## config.mk

```make
export PLATFORM = sky130hd
export DESIGN_NAME = cdtc_channel
export DESIGN_NICKNAME = d
export VERILOG_FILES = /design/src/design/cdtc_pkg.sv /design/src/design/cdtc_clk_div.sv /design/src/design/cdtc_port_out.sv /design/src/design/cdtc_channel.sv
export SDC_FILE = /design/constraint.sdc
export NUM_CORES = 1
export LEC_CHECK = 0
export ABC_AREA = 1
export BUFFER_PORTS_ARGS = -buffer_cell sky130_fd_sc_hd__buf_4
export CORE_MARGIN = 5
export CORE_UTILIZATION = 60
export DETAILED_ROUTE_END_ITERATION = 12
export HOLD_SLACK_MARGIN = 0.02
export PLACE_DENSITY = 0.85
export SLEW_MARGIN = 20
export SYNTH_ARGS = -nofsm -noshare
export SYNTH_HDL_FRONTEND = slang
export SYNTH_SLANG_ARGS = --single-unit
```

## constraint.sdc

```tcl
create_clock -name aclk -period 5 [get_ports aclk]
set_input_delay 0.5 -clock aclk [delete_from_list [all_inputs] [get_ports aclk]]
set_output_delay 0.5 -clock aclk [all_outputs]
set_load 0.005 [all_outputs]
```

## src/design/cdtc_pkg.sv

```systemverilog
// Constants shared by the countdown timer channel and its helpers
package cdtc_pkg;

  // ----------------------------------------
  // Bus geometry
  // ----------------------------------------
  localparam int ADDR_W = 8;
  localparam int DATA_W = 32;
  localparam int REG_W = 16;
  localparam logic [1:0] RESP_OKAY = 2'h0;
  localparam logic [1:0] RESP_SLVERR = 2'h2;

  // ----------------------------------------
  // Register offsets
  // ----------------------------------------
  localparam logic [ADDR_W-1:0] OFS_CH1_IRQ_CLR = 8'h2c;
  localparam logic [ADDR_W-1:0] OFS_CH1_POUT = 8'h30;
  localparam logic [ADDR_W-1:0] OFS_LOAD = 8'h40;
  localparam logic [ADDR_W-1:0] OFS_COUNT = 8'h44;
  localparam logic [ADDR_W-1:0] OFS_CTRL = 8'h48;
  localparam logic [ADDR_W-1:0] OFS_IRQ_CLR = 8'h4c;
  localparam logic [ADDR_W-1:0] OFS_POUT = 8'h50;
  localparam logic [ADDR_W-1:0] OFS_IRQ_STS = 8'hb0;

  // ----------------------------------------
  // Field positions, masks and resets
  // ----------------------------------------
  localparam int CTRL_IE_BIT = 0;
  localparam int CTRL_IMM_BIT = 1;
  localparam int CTRL_DIV_LSB = 2;
  localparam int CTRL_MODE_BIT = 5;
  localparam int CTRL_EN_BIT = 7;
  localparam int CTRL_SRC_LSB = 8;
  localparam logic [REG_W-1:0] CTRL_WMASK = 16'h03bf;
  localparam logic [REG_W-1:0] CTRL_RST = 16'h0000;
  localparam int POUT_VAL_BIT = 0;
  localparam int POUT_OE_BIT = 1;
  localparam int POUT_MODE_LSB = 2;
  localparam logic [REG_W-1:0] POUT_WMASK = 16'h000f;
  localparam logic [REG_W-1:0] POUT_RST = 16'h0000;
  localparam logic [REG_W-1:0] LOAD_RST = 16'h0000;
  localparam logic [REG_W-1:0] COUNT_RST = 16'h0000;
  localparam int STS_CH1_BIT = 1;
  localparam int STS_CH2_BIT = 2;

  // ----------------------------------------
  // Encodings and divider table
  // ----------------------------------------
  localparam logic [1:0] SRC_PS0 = 2'h2;
  localparam logic [1:0] SRC_PS1 = 2'h3;
  localparam logic [1:0] OMODE_LEVEL = 2'h0;
  localparam logic [1:0] OMODE_PULSE = 2'h1;
  localparam logic [1:0] OMODE_TOGGLE = 2'h2;
  localparam int DIV_CNT_W = 8;
  localparam logic [DIV_CNT_W-1:0] DIV_LIMIT [8] = '{
    8'h00, 8'h03, 8'h07, 8'h0f, 8'h1f, 8'h3f, 8'h7f, 8'hff
  };

endpackage

```

## src/design/cdtc_clk_div.sv

```systemverilog
// Channel clock divider producing a count tick
`timescale 1ns/1ps
module cdtc_clk_div #(
  parameter int CNT_W = cdtc_pkg::DIV_CNT_W
) (
  // Clock and reset
  input wire logic aclk,
  input wire logic aresetn,
  input wire logic ce,
  // Ratio and tick
  input wire logic [2:0] ratio,
  output logic tick
);
  import cdtc_pkg::*;

  logic [CNT_W-1:0] cnt_r;
  logic [CNT_W-1:0] limit;

  // ----------------------------------------
  // Divide chain
  // ----------------------------------------
  // A ratio lowered mid-count wraps at once instead of running to overflow
  assign limit = CNT_W'(DIV_LIMIT[ratio]);
  assign tick = (cnt_r >= limit);

  always_ff @(posedge aclk) begin
    if (!aresetn) begin
      cnt_r <= '0;
    end else if (ce) begin
      cnt_r <= tick ? '0 : cnt_r + 1'b1;
    end
  end

  chk_div_wrap: assert property (@(posedge aclk) disable iff (!aresetn)
    ce && tick |=> cnt_r == '0) else $error("divider did not wrap");
  chk_div_unity: assert property (@(posedge aclk) disable iff (!aresetn)
    ratio == 3'h0 |-> tick) else $error("ratio one lost a tick");
  chk_div_four: assert property (@(posedge aclk) disable iff (!aresetn)
    ce && tick && ratio == 3'h1 ##1 ce && ratio == 3'h1
    |-> !tick) else $error("divide by four too fast");

endmodule

```

## src/design/cdtc_port_out.sv

```systemverilog
// Port output shaper for level, underflow and toggle modes
`timescale 1ns/1ps
module cdtc_port_out (
  // Clock and reset
  input wire logic aclk,
  input wire logic aresetn,
  input wire logic ce,
  // Settings and event
  input wire logic uflow,
  input wire logic [1:0] mode,
  input wire logic value,
  input wire logic out_en,
  input wire logic port_sel,
  // Pin
  output logic pin_o,
  output logic pin_oe
);
  import cdtc_pkg::*;

  logic toggle_r;
  logic pin_r;
  logic oe_r;

  // ----------------------------------------
  // Shaping
  // ----------------------------------------
  always_ff @(posedge aclk) begin
    if (!aresetn) begin
      toggle_r <= 1'b0;
    end else if (ce && uflow) begin
      toggle_r <= ~toggle_r;
    end
  end

  always_ff @(posedge aclk) begin
    if (!aresetn) begin
      pin_r <= 1'b0;
    end else if (ce) begin
      unique case (mode)
        OMODE_LEVEL: pin_r <= value;
        OMODE_PULSE: pin_r <= uflow;
        OMODE_TOGGLE: pin_r <= toggle_r ^ uflow;
        default: pin_r <= 1'b0;
      endcase
    end
  end

  always_ff @(posedge aclk) begin
    if (!aresetn) begin
      oe_r <= 1'b0;
    end else if (ce) begin
      oe_r <= out_en && port_sel;
    end
  end

  assign pin_o = pin_r;
  assign pin_oe = oe_r;

  chk_toggle_flip: assert property (@(posedge aclk) disable iff (!aresetn)
    ce && uflow |=> toggle_r != $past(toggle_r)) else $error("no toggle");
  chk_oe_gate: assert property (@(posedge aclk) disable iff (!aresetn)
    ce && !out_en |=> !pin_oe) else $error("pin driven while disabled");
  chk_level_follow: assert property (@(posedge aclk) disable iff (!aresetn)
    ce && mode == OMODE_LEVEL |=> pin_o == $past(value))
    else $error("level mode lost value");

endmodule

```

## src/design/cdtc_channel.sv

```systemverilog
// Countdown timer channel with AXI4-Lite register slave
`timescale 1ns/1ps
module cdtc_channel (
  // Clock, reset, enable
  input wire logic aclk,
  input wire logic aresetn,
  input wire logic ce,
  // AXI4-Lite write address
  input wire logic [cdtc_pkg::ADDR_W-1:0] s_axi_awaddr,
  input wire logic s_axi_awvalid,
  output logic s_axi_awready,
  // AXI4-Lite write data
  input wire logic [cdtc_pkg::DATA_W-1:0] s_axi_wdata,
  input wire logic [3:0] s_axi_wstrb,
  input wire logic s_axi_wvalid,
  output logic s_axi_wready,
  // AXI4-Lite write response
  output logic [1:0] s_axi_bresp,
  output logic s_axi_bvalid,
  input wire logic s_axi_bready,
  // AXI4-Lite read address
  input wire logic [cdtc_pkg::ADDR_W-1:0] s_axi_araddr,
  input wire logic s_axi_arvalid,
  output logic s_axi_arready,
  // AXI4-Lite read data
  output logic [cdtc_pkg::DATA_W-1:0] s_axi_rdata,
  output logic [1:0] s_axi_rresp,
  output logic s_axi_rvalid,
  input wire logic s_axi_rready,
  // Shared prescalers
  input wire logic ps0_tick,
  input wire logic ps1_tick,
  // Neighbour channel
  input wire logic ch1_irq_pending,
  output logic ch1_irq_clr,
  output logic [3:0] ch1_pout,
  // Port pin and interrupt
  input wire logic port_sel,
  output logic port_o,
  output logic port_oe,
  output logic irq
);
  import cdtc_pkg::*;

  // ----------------------------------------
  // Declarations
  // ----------------------------------------
  logic aw_hold_r;
  logic [ADDR_W-1:0] awaddr_r;
  logic w_hold_r;
  logic [DATA_W-1:0] wdata_r;
  logic [3:0] wstrb_r;
  logic bvalid_r;
  logic [1:0] bresp_r;
  logic rvalid_r;
  logic [1:0] rresp_r;
  logic [DATA_W-1:0] rdata_r;
  logic aw_take;
  logic w_take;
  logic ar_take;
  logic wr_fire;
  logic [ADDR_W-1:0] wr_addr;
  logic [DATA_W-1:0] wr_data;
  logic [3:0] wr_strb;
  logic wr_mapped;
  logic ld_wr;
  logic ctrl_wr;
  logic pout_wr;
  logic clr_wr;
  logic ch1_clr_wr;
  logic ch1_pout_wr;
  logic [REG_W-1:0] load_r;
  logic [REG_W-1:0] ctrl_r;
  logic [REG_W-1:0] pout_r;
  logic [REG_W-1:0] ch1_pout_r;
  logic [REG_W-1:0] count_r;
  logic done_r;
  logic flag_r;
  logic ch1_clr_r;
  logic [REG_W-1:0] load_nxt;
  logic en;
  logic single;
  logic imm;
  logic ie;
  logic div_tick;
  logic src_tick;
  logic count_go;
  logic uflow;
  logic imm_ld;
  logic [REG_W-1:0] sts;
  logic [REG_W-1:0] rd_word;
  logic rd_hit;

  // ----------------------------------------
  // Byte-lane merge
  // ----------------------------------------
  function automatic logic [REG_W-1:0] merge16(
    input logic [REG_W-1:0] old,
    input logic [DATA_W-1:0] data,
    input logic [3:0] strb,
    input logic [REG_W-1:0] mask
  );
    logic [REG_W-1:0] m;
    m = old;
    if (strb[0]) begin
      m[7:0] = data[7:0];
    end
    if (strb[1]) begin
      m[15:8] = data[15:8];
    end
    return m & mask;
  endfunction

  function automatic logic hit(
    input logic [ADDR_W-1:0] a,
    input logic [ADDR_W-1:0] ofs
  );
    return a[ADDR_W-1:2] == ofs[ADDR_W-1:2];
  endfunction

  // ----------------------------------------
  // Write channels
  // ----------------------------------------
  // Address and data are latched separately so either may come first
  // Ready drops with ce so that no write address or data handshake is seen while state is frozen
  assign s_axi_awready = ce && !aw_hold_r && !bvalid_r;
  assign s_axi_wready = ce && !w_hold_r && !bvalid_r;
  assign aw_take = s_axi_awvalid && s_axi_awready;
  assign w_take = s_axi_wvalid && s_axi_wready;
  assign wr_fire = ce && (aw_hold_r || aw_take) && (w_hold_r || w_take);
  assign wr_addr = aw_hold_r ? awaddr_r : s_axi_awaddr;
  assign wr_data = w_hold_r ? wdata_r : s_axi_wdata;
  assign wr_strb = w_hold_r ? wstrb_r : s_axi_wstrb;

  always_ff @(posedge aclk) begin
    if (!aresetn) begin
      aw_hold_r <= 1'b0;
      awaddr_r <= '0;
    end else if (ce) begin
      if (wr_fire) begin
        aw_hold_r <= 1'b0;
      end else if (aw_take) begin
        aw_hold_r <= 1'b1;
        awaddr_r <= s_axi_awaddr;
      end
    end
  end

  always_ff @(posedge aclk) begin
    if (!aresetn) begin
      w_hold_r <= 1'b0;
      wdata_r <= '0;
      wstrb_r <= 4'h0;
    end else if (ce) begin
      if (wr_fire) begin
        w_hold_r <= 1'b0;
      end else if (w_take) begin
        w_hold_r <= 1'b1;
        wdata_r <= s_axi_wdata;
        wstrb_r <= s_axi_wstrb;
      end
    end
  end

  assign ld_wr = wr_fire && hit(wr_addr, OFS_LOAD);
  assign ctrl_wr = wr_fire && hit(wr_addr, OFS_CTRL);
  assign pout_wr = wr_fire && hit(wr_addr, OFS_POUT);
  assign clr_wr = wr_fire && hit(wr_addr, OFS_IRQ_CLR);
  assign ch1_clr_wr = wr_fire && hit(wr_addr, OFS_CH1_IRQ_CLR);
  assign ch1_pout_wr = wr_fire && hit(wr_addr, OFS_CH1_POUT);
  // Writes to read-only words are accepted and dropped
  assign wr_mapped = ld_wr || ctrl_wr || pout_wr || clr_wr || ch1_clr_wr
    || ch1_pout_wr || hit(wr_addr, OFS_COUNT) || hit(wr_addr, OFS_IRQ_STS);

  // The response completes even while ce is low: the master has seen it
  always_ff @(posedge aclk) begin
    if (!aresetn) begin
      bvalid_r <= 1'b0;
      bresp_r <= RESP_OKAY;
    end else if (wr_fire) begin
      bvalid_r <= 1'b1;
      bresp_r <= wr_mapped ? RESP_OKAY : RESP_SLVERR;
    end else if (s_axi_bready) begin
      bvalid_r <= 1'b0;
    end
  end

  assign s_axi_bvalid = bvalid_r;
  assign s_axi_bresp = bresp_r;

  // ----------------------------------------
  // Software registers
  // ----------------------------------------
  assign load_nxt = merge16(load_r, wr_data, wr_strb, 16'hffff);

  always_ff @(posedge aclk) begin
    if (!aresetn) begin
      load_r <= LOAD_RST;
    end else if (ce && ld_wr) begin
      load_r <= load_nxt;
    end
  end

  always_ff @(posedge aclk) begin
    if (!aresetn) begin
      ctrl_r <= CTRL_RST;
      pout_r <= POUT_RST;
      ch1_pout_r <= POUT_RST;
    end else if (ce) begin
      if (ctrl_wr) begin
        ctrl_r <= merge16(ctrl_r, wr_data, wr_strb, CTRL_WMASK);
      end
      if (pout_wr) begin
        pout_r <= merge16(pout_r, wr_data, wr_strb, POUT_WMASK);
      end
      if (ch1_pout_wr) begin
        ch1_pout_r <= merge16(ch1_pout_r, wr_data, wr_strb, POUT_WMASK);
      end
    end
  end

  always_ff @(posedge aclk) begin
    if (!aresetn) begin
      ch1_clr_r <= 1'b0;
    end else if (ce) begin
      ch1_clr_r <= ch1_clr_wr;
    end
  end

  assign ch1_irq_clr = ch1_clr_r;
  assign ch1_pout = ch1_pout_r[3:0];

  // ----------------------------------------
  // Count clock selection
  // ----------------------------------------
  assign en = ctrl_r[CTRL_EN_BIT];
  assign single = ctrl_r[CTRL_MODE_BIT];
  assign imm = ctrl_r[CTRL_IMM_BIT];
  assign ie = ctrl_r[CTRL_IE_BIT];

  cdtc_clk_div #(.CNT_W(DIV_CNT_W)) u_div (
    .aclk(aclk),
    .aresetn(aresetn),
    .ce(ce),
    .ratio(ctrl_r[CTRL_DIV_LSB +: 3]),
    .tick(div_tick)
  );

  always_comb begin
    unique case (ctrl_r[CTRL_SRC_LSB +: 2])
      SRC_PS0: src_tick = ps0_tick;
      SRC_PS1: src_tick = ps1_tick;
      default: src_tick = div_tick;
    endcase
  end

  // ----------------------------------------
  // Down counter
  // ----------------------------------------
  assign count_go = en && !done_r && src_tick;
  assign uflow = ce && count_go && (count_r == '0);
  // Single mode always loads at once; cyclic only with the immediate bit
  assign imm_ld = ld_wr && (single || imm);

  always_ff @(posedge aclk) begin
    if (!aresetn) begin
      count_r <= COUNT_RST;
    end else if (ce) begin
      if (imm_ld) begin
        count_r <= load_nxt;
      end else if (uflow && !single) begin
        count_r <= load_r;
      end else if (count_go && count_r != '0) begin
        count_r <= count_r - 1'b1;
      end
    end
  end

  // A halted single shot restarts only on a load or a fresh enable
  always_ff @(posedge aclk) begin
    if (!aresetn) begin
      done_r <= 1'b0;
    end else if (ce) begin
      if (!en || imm_ld) begin
        done_r <= 1'b0;
      end else if (uflow && single) begin
        done_r <= 1'b1;
      end
    end
  end

  // Set wins over a clear in the same cycle
  always_ff @(posedge aclk) begin
    if (!aresetn) begin
      flag_r <= 1'b0;
    end else if (ce) begin
      if (uflow) begin
        flag_r <= 1'b1;
      end else if (clr_wr) begin
        flag_r <= 1'b0;
      end
    end
  end

  assign irq = flag_r && ie;

  cdtc_port_out u_port (
    .aclk(aclk),
    .aresetn(aresetn),
    .ce(ce),
    .uflow(uflow),
    .mode(pout_r[POUT_MODE_LSB +: 2]),
    .value(pout_r[POUT_VAL_BIT]),
    .out_en(pout_r[POUT_OE_BIT]),
    .port_sel(port_sel),
    .pin_o(port_o),
    .pin_oe(port_oe)
  );

  // ----------------------------------------
  // Read channel
  // ----------------------------------------
  always_comb begin
    sts = '0;
    sts[STS_CH1_BIT] = ch1_irq_pending;
    sts[STS_CH2_BIT] = flag_r && ie;
  end

  always_comb begin
    rd_word = '0;
    rd_hit = 1'b1;
    if (hit(s_axi_araddr, OFS_LOAD)) begin
      rd_word = load_r;
    end else if (hit(s_axi_araddr, OFS_COUNT)) begin
      rd_word = count_r;
    end else if (hit(s_axi_araddr, OFS_CTRL)) begin
      rd_word = ctrl_r;
    end else if (hit(s_axi_araddr, OFS_POUT)) begin
      rd_word = pout_r;
    end else if (hit(s_axi_araddr, OFS_CH1_POUT)) begin
      rd_word = ch1_pout_r;
    end else if (hit(s_axi_araddr, OFS_IRQ_STS)) begin
      rd_word = sts;
    end else if (!hit(s_axi_araddr, OFS_IRQ_CLR)
        && !hit(s_axi_araddr, OFS_CH1_IRQ_CLR)) begin
      rd_hit = 1'b0;
    end
  end

  assign s_axi_arready = ce && !rvalid_r;
  assign ar_take = ce && s_axi_arvalid && s_axi_arready;

  always_ff @(posedge aclk) begin
    if (!aresetn) begin
      rvalid_r <= 1'b0;
      rresp_r <= RESP_OKAY;
      rdata_r <= '0;
    end else if (ar_take) begin
      rvalid_r <= 1'b1;
      rresp_r <= rd_hit ? RESP_OKAY : RESP_SLVERR;
      rdata_r <= {{(DATA_W-REG_W){1'b0}}, rd_word};
    end else if (s_axi_rready) begin
      rvalid_r <= 1'b0;
    end
  end

  assign s_axi_rvalid = rvalid_r;
  assign s_axi_rresp = rresp_r;
  assign s_axi_rdata = rdata_r;

  // ----------------------------------------
  // Checks
  // ----------------------------------------
  chk_uflow_flag: assert property (@(posedge aclk) disable iff (!aresetn)
    uflow |=> flag_r) else $error("underflow did not set flag");
  chk_cyc_reload: assert property (@(posedge aclk) disable iff (!aresetn)
    uflow && !single && !imm_ld |=> count_r == $past(load_r))
    else $error("cyclic reload wrong");
  chk_single_halt: assert property (@(posedge aclk) disable iff (!aresetn)
    uflow && single && en && !imm_ld |=> done_r)
    else $error("single shot did not halt");
  chk_halt_hold: assert property (@(posedge aclk) disable iff (!aresetn)
    done_r && !ld_wr |=> $stable(count_r))
    else $error("halted counter moved");
  chk_imm_load: assert property (@(posedge aclk) disable iff (!aresetn)
    ce && ld_wr && (single || imm) |=> count_r == $past(load_nxt))
    else $error("immediate load missed");
  chk_defer_load: assert property (@(posedge aclk) disable iff (!aresetn)
    ce && ld_wr && !single && !imm && !count_go |=> $stable(count_r))
    else $error("deferred load applied early");
  chk_irq_clear: assert property (@(posedge aclk) disable iff (!aresetn)
    clr_wr && !uflow |=> !flag_r) else $error("clear write ignored");
  chk_irq_mask: assert property (@(posedge aclk) disable iff (!aresetn)
    !ie |-> !irq && !sts[STS_CH2_BIT]) else $error("masked irq seen");
  chk_reset_ctrl: assert property (@(posedge aclk) disable iff (!aresetn)
    $rose(aresetn) |-> ctrl_r == '0 && pout_r == '0)
    else $error("control not zero after reset");

endmodule

```

==> results.md <==
| Metric | This run |
|---|---|
| Outcome | finished, final reports clean |
| Fraction of post-synthesis cell area in the top cell type by area | 0.360 |
| Top fanout value on the critical path | 31 |
| Critical hold path startpoint | s_axi_awaddr[6] |
| Final worst path period need | 3.29 ns |
| Port Buffers | 72 |
| Via/cell ratio | 5.54 |
| Hold Vio Cnt, Final | 0 |
| Worst hold path cell count | 3 |
| Grt ovf | 0 |
| Worst hold path class | input port to register |
| Number of cells produced by synthesis | 899 |
| Sequential Area | 0.00218 mm2 |
| Type of element capturing the critical path | register |
| Number of detailed-route iterations in the first pass | 6 |
| Number of distinct standard cells referenced by the synthesized netlist | 45 |
| Net Sw Frac | 0.273 |
| Slowest stage delay, CP | 0.60 ns |
| Clk pwr share | 0.318 |
| Data arrival time of the critical path | 3.58 ns |
| Hold-critical path endpoint | awaddr_r[6]$_SDFFE_PN0P_ |
| MaxCap Viol Count | 0 |
| Fmax achieved | 304 MHz |
| Final RePlAce weighted congestion | 0.862 |
| Actual slew at the worst max-slew pin | 1.09 ns |
| Top-Level Pins | 113 |
| Largest cells by area after synthesis | sky130_fd_sc_hd__dfxtp_1 36%, sky130_fd_sc_hd__nand2_1 11%, sky130_fd_sc_hd__o21ai_0 7.8%, sky130_fd_sc_hd__a21oi_1 7.2%, sky130_fd_sc_hd__inv_1 6.9% |
| Ordered cell list for the critical path | nor2_1 > nand2_1 > inv_1 > ha_1 > nand2_1 > nor2_1 > nor2_1 > nand2_1 > nand2_1 > nand3_1 > nand4_1 > nand3_2 > nand2_2 > nor2_1 > nand2_1 > a21oi_1 |
| Clock-pin slew on the worst setup and hold paths | 0.10 ns |
| Type of origin of the critical path | register |
| Pint | 1.20 mW |
| Clock tree buffer depth | 2 |
| Post-synth top cells | 177 x sky130_fd_sc_hd__nand2_1, 111 x sky130_fd_sc_hd__inv_1, 109 x sky130_fd_sc_hd__dfxtp_1 |
| Number of instances resized during post-cts repair | 0 |
| Worst hold margin | 0.350 ns |
| Total detailed-routing wirelength | 15.8 mm |
| Ratio of total power to cell area | 246 mW/mm2 |
| CTS Hold Buffers Added | 0 |
| Depth of the worst register-to-register path | 16 |
| Mean area per synthesized cell | 6.74 um2 |
| Top FF cell, synth | sky130_fd_sc_hd__dfxtp_1 |
| Most frequent cell on the critical path | sky130_fd_sc_hd__nand2_1 |
| Maximum vdd ir drop | 174 uV |
| Area of combinational cells with multiple inputs | 0.00320 mm2 |
| Final clock skew | 0.0180 ns |
| Endpoint required time on the critical path | 5.29 ns |
| Async set-or-reset flop fraction in the synthesized netlist | 0 |
| Summed instance area of the synthesized netlist | 0.00606 mm2 |
| Combinational fraction of design power | 0.129 |
| Total number of vias | 6006 |
| Final standard cell area without fillers | 0.00672 mm2 |
| First-pass GRT wire length | 26.0 mm |
| Yosys synthesis warning count | 0 |
| Max-Slew Margin vs Limit | 0.270 |
| Source of the worst register-to-register timing path | ctrl_r[3]$_SDFFE_PN0P_ |
| Number of antenna diodes | 0 |
| Die W | 110 um |
| Final setup margin | 1.71 ns |
| Number of clock sinks | 109 |
| Library cell occupying the most area in the post-synthesis netlist | sky130_fd_sc_hd__dfxtp_1 |
| Die area | 0.0122 mm2 |
| Part of the total power dissipated in sequential elements | 0.553 |
| Area added between synthesis and finish | 11.0% |
| Core area | 0.00982 mm2 |
| Number of antenna violations at the first check in global routing | 0 |
| Height of the chip | 110 um |
| Switching power | 0.450 mW |
| CP Buf/Inv Count | 1 |
| Period utilization | 0.658 |
| Total of endpoints with negative setup slack in the final report | 0 |
| Post-DP HPWL | 11.2 mm |
| Drt drc | 0 |
| EDFF count, synth | 0 |
| Slowest CP cell | sky130_fd_sc_hd__nand4_1 |
| Cell with the most instances after synthesis | sky130_fd_sc_hd__nand2_1 |
| Placed instance area | 0.00654 mm2 |
| Reported leakage power | 3.01 nW |
| Worst-Skew Late Latency | 0.39 ns |
| Number of buffers added by the clock tree synthesis step | 9 |
| Worst setup slack before clock tree synthesis | 1.82 ns |
| Flop and latch count out of synthesis | 109 |
| Largest delay share family, worst path | simple AND/OR/NAND/NOR gates |
| Reg-to-reg endpoint | count_r[11]$_SDFFE_PN0P_ |
| DRC violation total after the first TritonRoute iteration | 518 |
| H-tree levels | 3 |
| Starting utilization of the core area | 0.617 |
| TritonCTS clock tree | built |
| Global routing usage summed across all routing layers | 0.253 |
| Setup TNS Final | 0 ns |
| R2r setup slk | 1.71 ns |
| Clock Tree Root | sky130_fd_sc_hd__clkbuf_8 |
| Share of synthesized area occupied by flip-flops and latches | 0.360 |
| Fill count | 890 |
| Unrepaired setup endpoints after global routing | no |
| Fraction of layout cells with a size suffix above 1 | 0.121 |
| Power consumption | 1.65 mW |
| Number of standard-cell rows in the floorplan | 36 |
| Count of buffers added by post-CTS timing repair for setup | 0 |
| WS Path Type | register to register |
| Antenna viol nets, final | 0 |
| Vias in the first global route | 5455 |
| Total number of nets in the final design | 1022 |
| Pins Over Slew Limit | 0 |
| Largest net degree at the start of global routing | 78 |
| Detailed-route wire length per cell | 14.6 um |
==> layout make-up <==
type	count	share of cell area
Clock inverter	4	0.00745
Clock buffer	11	0.0195
Sequential cell	109	0.325
Inverter	117	0.0653
Timing Repair Buffer	73	0.0815
Multi-Input combinational cell	638	0.477
Tap cell	133	0.0248
==> worst register-to-register path: stages (launching register included) <==
cell and delay [ns]:
sky130_fd_sc_hd__dfxtp_1 0.50, sky130_fd_sc_hd__nor2_1 0.12, sky130_fd_sc_hd__nand2_1 0.11, sky130_fd_sc_hd__inv_1 0.05
sky130_fd_sc_hd__ha_1 0.29, sky130_fd_sc_hd__nand2_1 0.05, sky130_fd_sc_hd__nor2_1 0.08, sky130_fd_sc_hd__nor2_1 0.05
sky130_fd_sc_hd__nand2_1 0.05, sky130_fd_sc_hd__nand2_1 0.06, sky130_fd_sc_hd__nand3_1 0.16, sky130_fd_sc_hd__nand4_1 0.60
sky130_fd_sc_hd__nand3_2 0.29, sky130_fd_sc_hd__nand2_2 0.40, sky130_fd_sc_hd__nor2_1 0.22, sky130_fd_sc_hd__nand2_1 0.07
sky130_fd_sc_hd__a21oi_1 0.11
==> placed cells by master, fill, tap and decap left out, drive strengths merged, types with 10 or more instances in the layout <==
| master | synthesis | layout |
|---|---|---|
| inv | 116 | 116 |
| clkbuf | 22 | 11 |
| nor2 | 113 | 113 |
| nand2 | 181 | 181 |
| a21oi | 87 | 87 |
| nor3 | 12 | 12 |
| nand3 | 33 | 33 |
| xor2 | 17 | 17 |
| o21ai | 105 | 105 |
| buf | 30 | 73 |
| nand4 | 13 | 13 |
| ha | 10 | 10 |
| conb | 1 | 18 |
| dfxtp | 109 | 109 |
==> worst max-delay path by stage <==
stage,start,endpoint,depth (start not counted)
2_1_floorplan,ctrl_r[3]$_SDFFE_PN0P_,count_r[10]$_SDFFE_PN0P_,17
3_3_place_gp,ctrl_r[3]$_SDFFE_PN0P_,count_r[11]$_SDFFE_PN0P_,16
3_5_place_dp,ctrl_r[3]$_SDFFE_PN0P_,count_r[8]$_SDFFE_PN0P_,15
4_1_cts,ctrl_r[3]$_SDFFE_PN0P_,count_r[11]$_SDFFE_PN0P_,16
5_1_grt,ctrl_r[3]$_SDFFE_PN0P_,count_r[11]$_SDFFE_PN0P_,16
6_report,ctrl_r[3]$_SDFFE_PN0P_,count_r[11]$_SDFFE_PN0P_,16
==> kinds of logic after synthesis <==
group / count (synthesis) / synth area share
AND/OR/NAND/NOR: 359 / 0.255
AO/OA/AOI/OAI: 231 / 0.213
buffers and inverters: 169 / 0.121
flip-flops: 109 / 0.360
XOR/XNOR: 19 / 0.0275
adder cells (fa/ha/maj): 10 / 0.0207
other: 1 / 0.000619
multiplexers: 1 / 0.00186
==> sequential cells by signal, indices dropped and copies added (netlist names), 2 cells and up <==
| signal | cells |
|---|---|
| count_r | 16 |
| load_r | 16 |
| s_axi_rdata | 16 |
| wdata_r | 16 |
| ctrl_r | 9 |
| u_div.cnt_r | 8 |
| awaddr_r | 6 |
| ch1_pout_r | 4 |
| pout_r | 4 |
| wstrb_r | 2 |
==> routing by layer <==
layer	GRT usage	vias up	share of wire
met3	0.0394	28	0.077
met1	0.337	2733	0.44
met2	0.411	249	0.46
li1	-	2996	-
met4	0.0952	0	0.020
met5	0	-	0
==> power by group through the flow <==
| stage | Clock, mW | Combinational [mW] | Sequential [mW] |
|---|---|---|---|
| 2_1_floorplan | 0 | 0.146 | 0.926 |
| 3_3_place_gp | 0 | 0.206 | 0.932 |
| 3_5_place_dp | 0 | 0.210 | 0.933 |
| 4_1_cts | 0.527 | 0.211 | 0.913 |
| 5_1_grt | 0.562 | 0.239 | 0.917 |
| 6_report | 0.526 | 0.213 | 0.913 |
==> per-stage QoR <==
step           utilization  std cells
2_1_floorplan            -        916
3_3_place_gp         0.666       1070
3_5_place_dp         0.666       1070
4_1_cts              0.685       1085
5_1_grt              0.685       1085
6_report             0.685       1085
No activity file was read; power rests on OpenSTA's default activity.
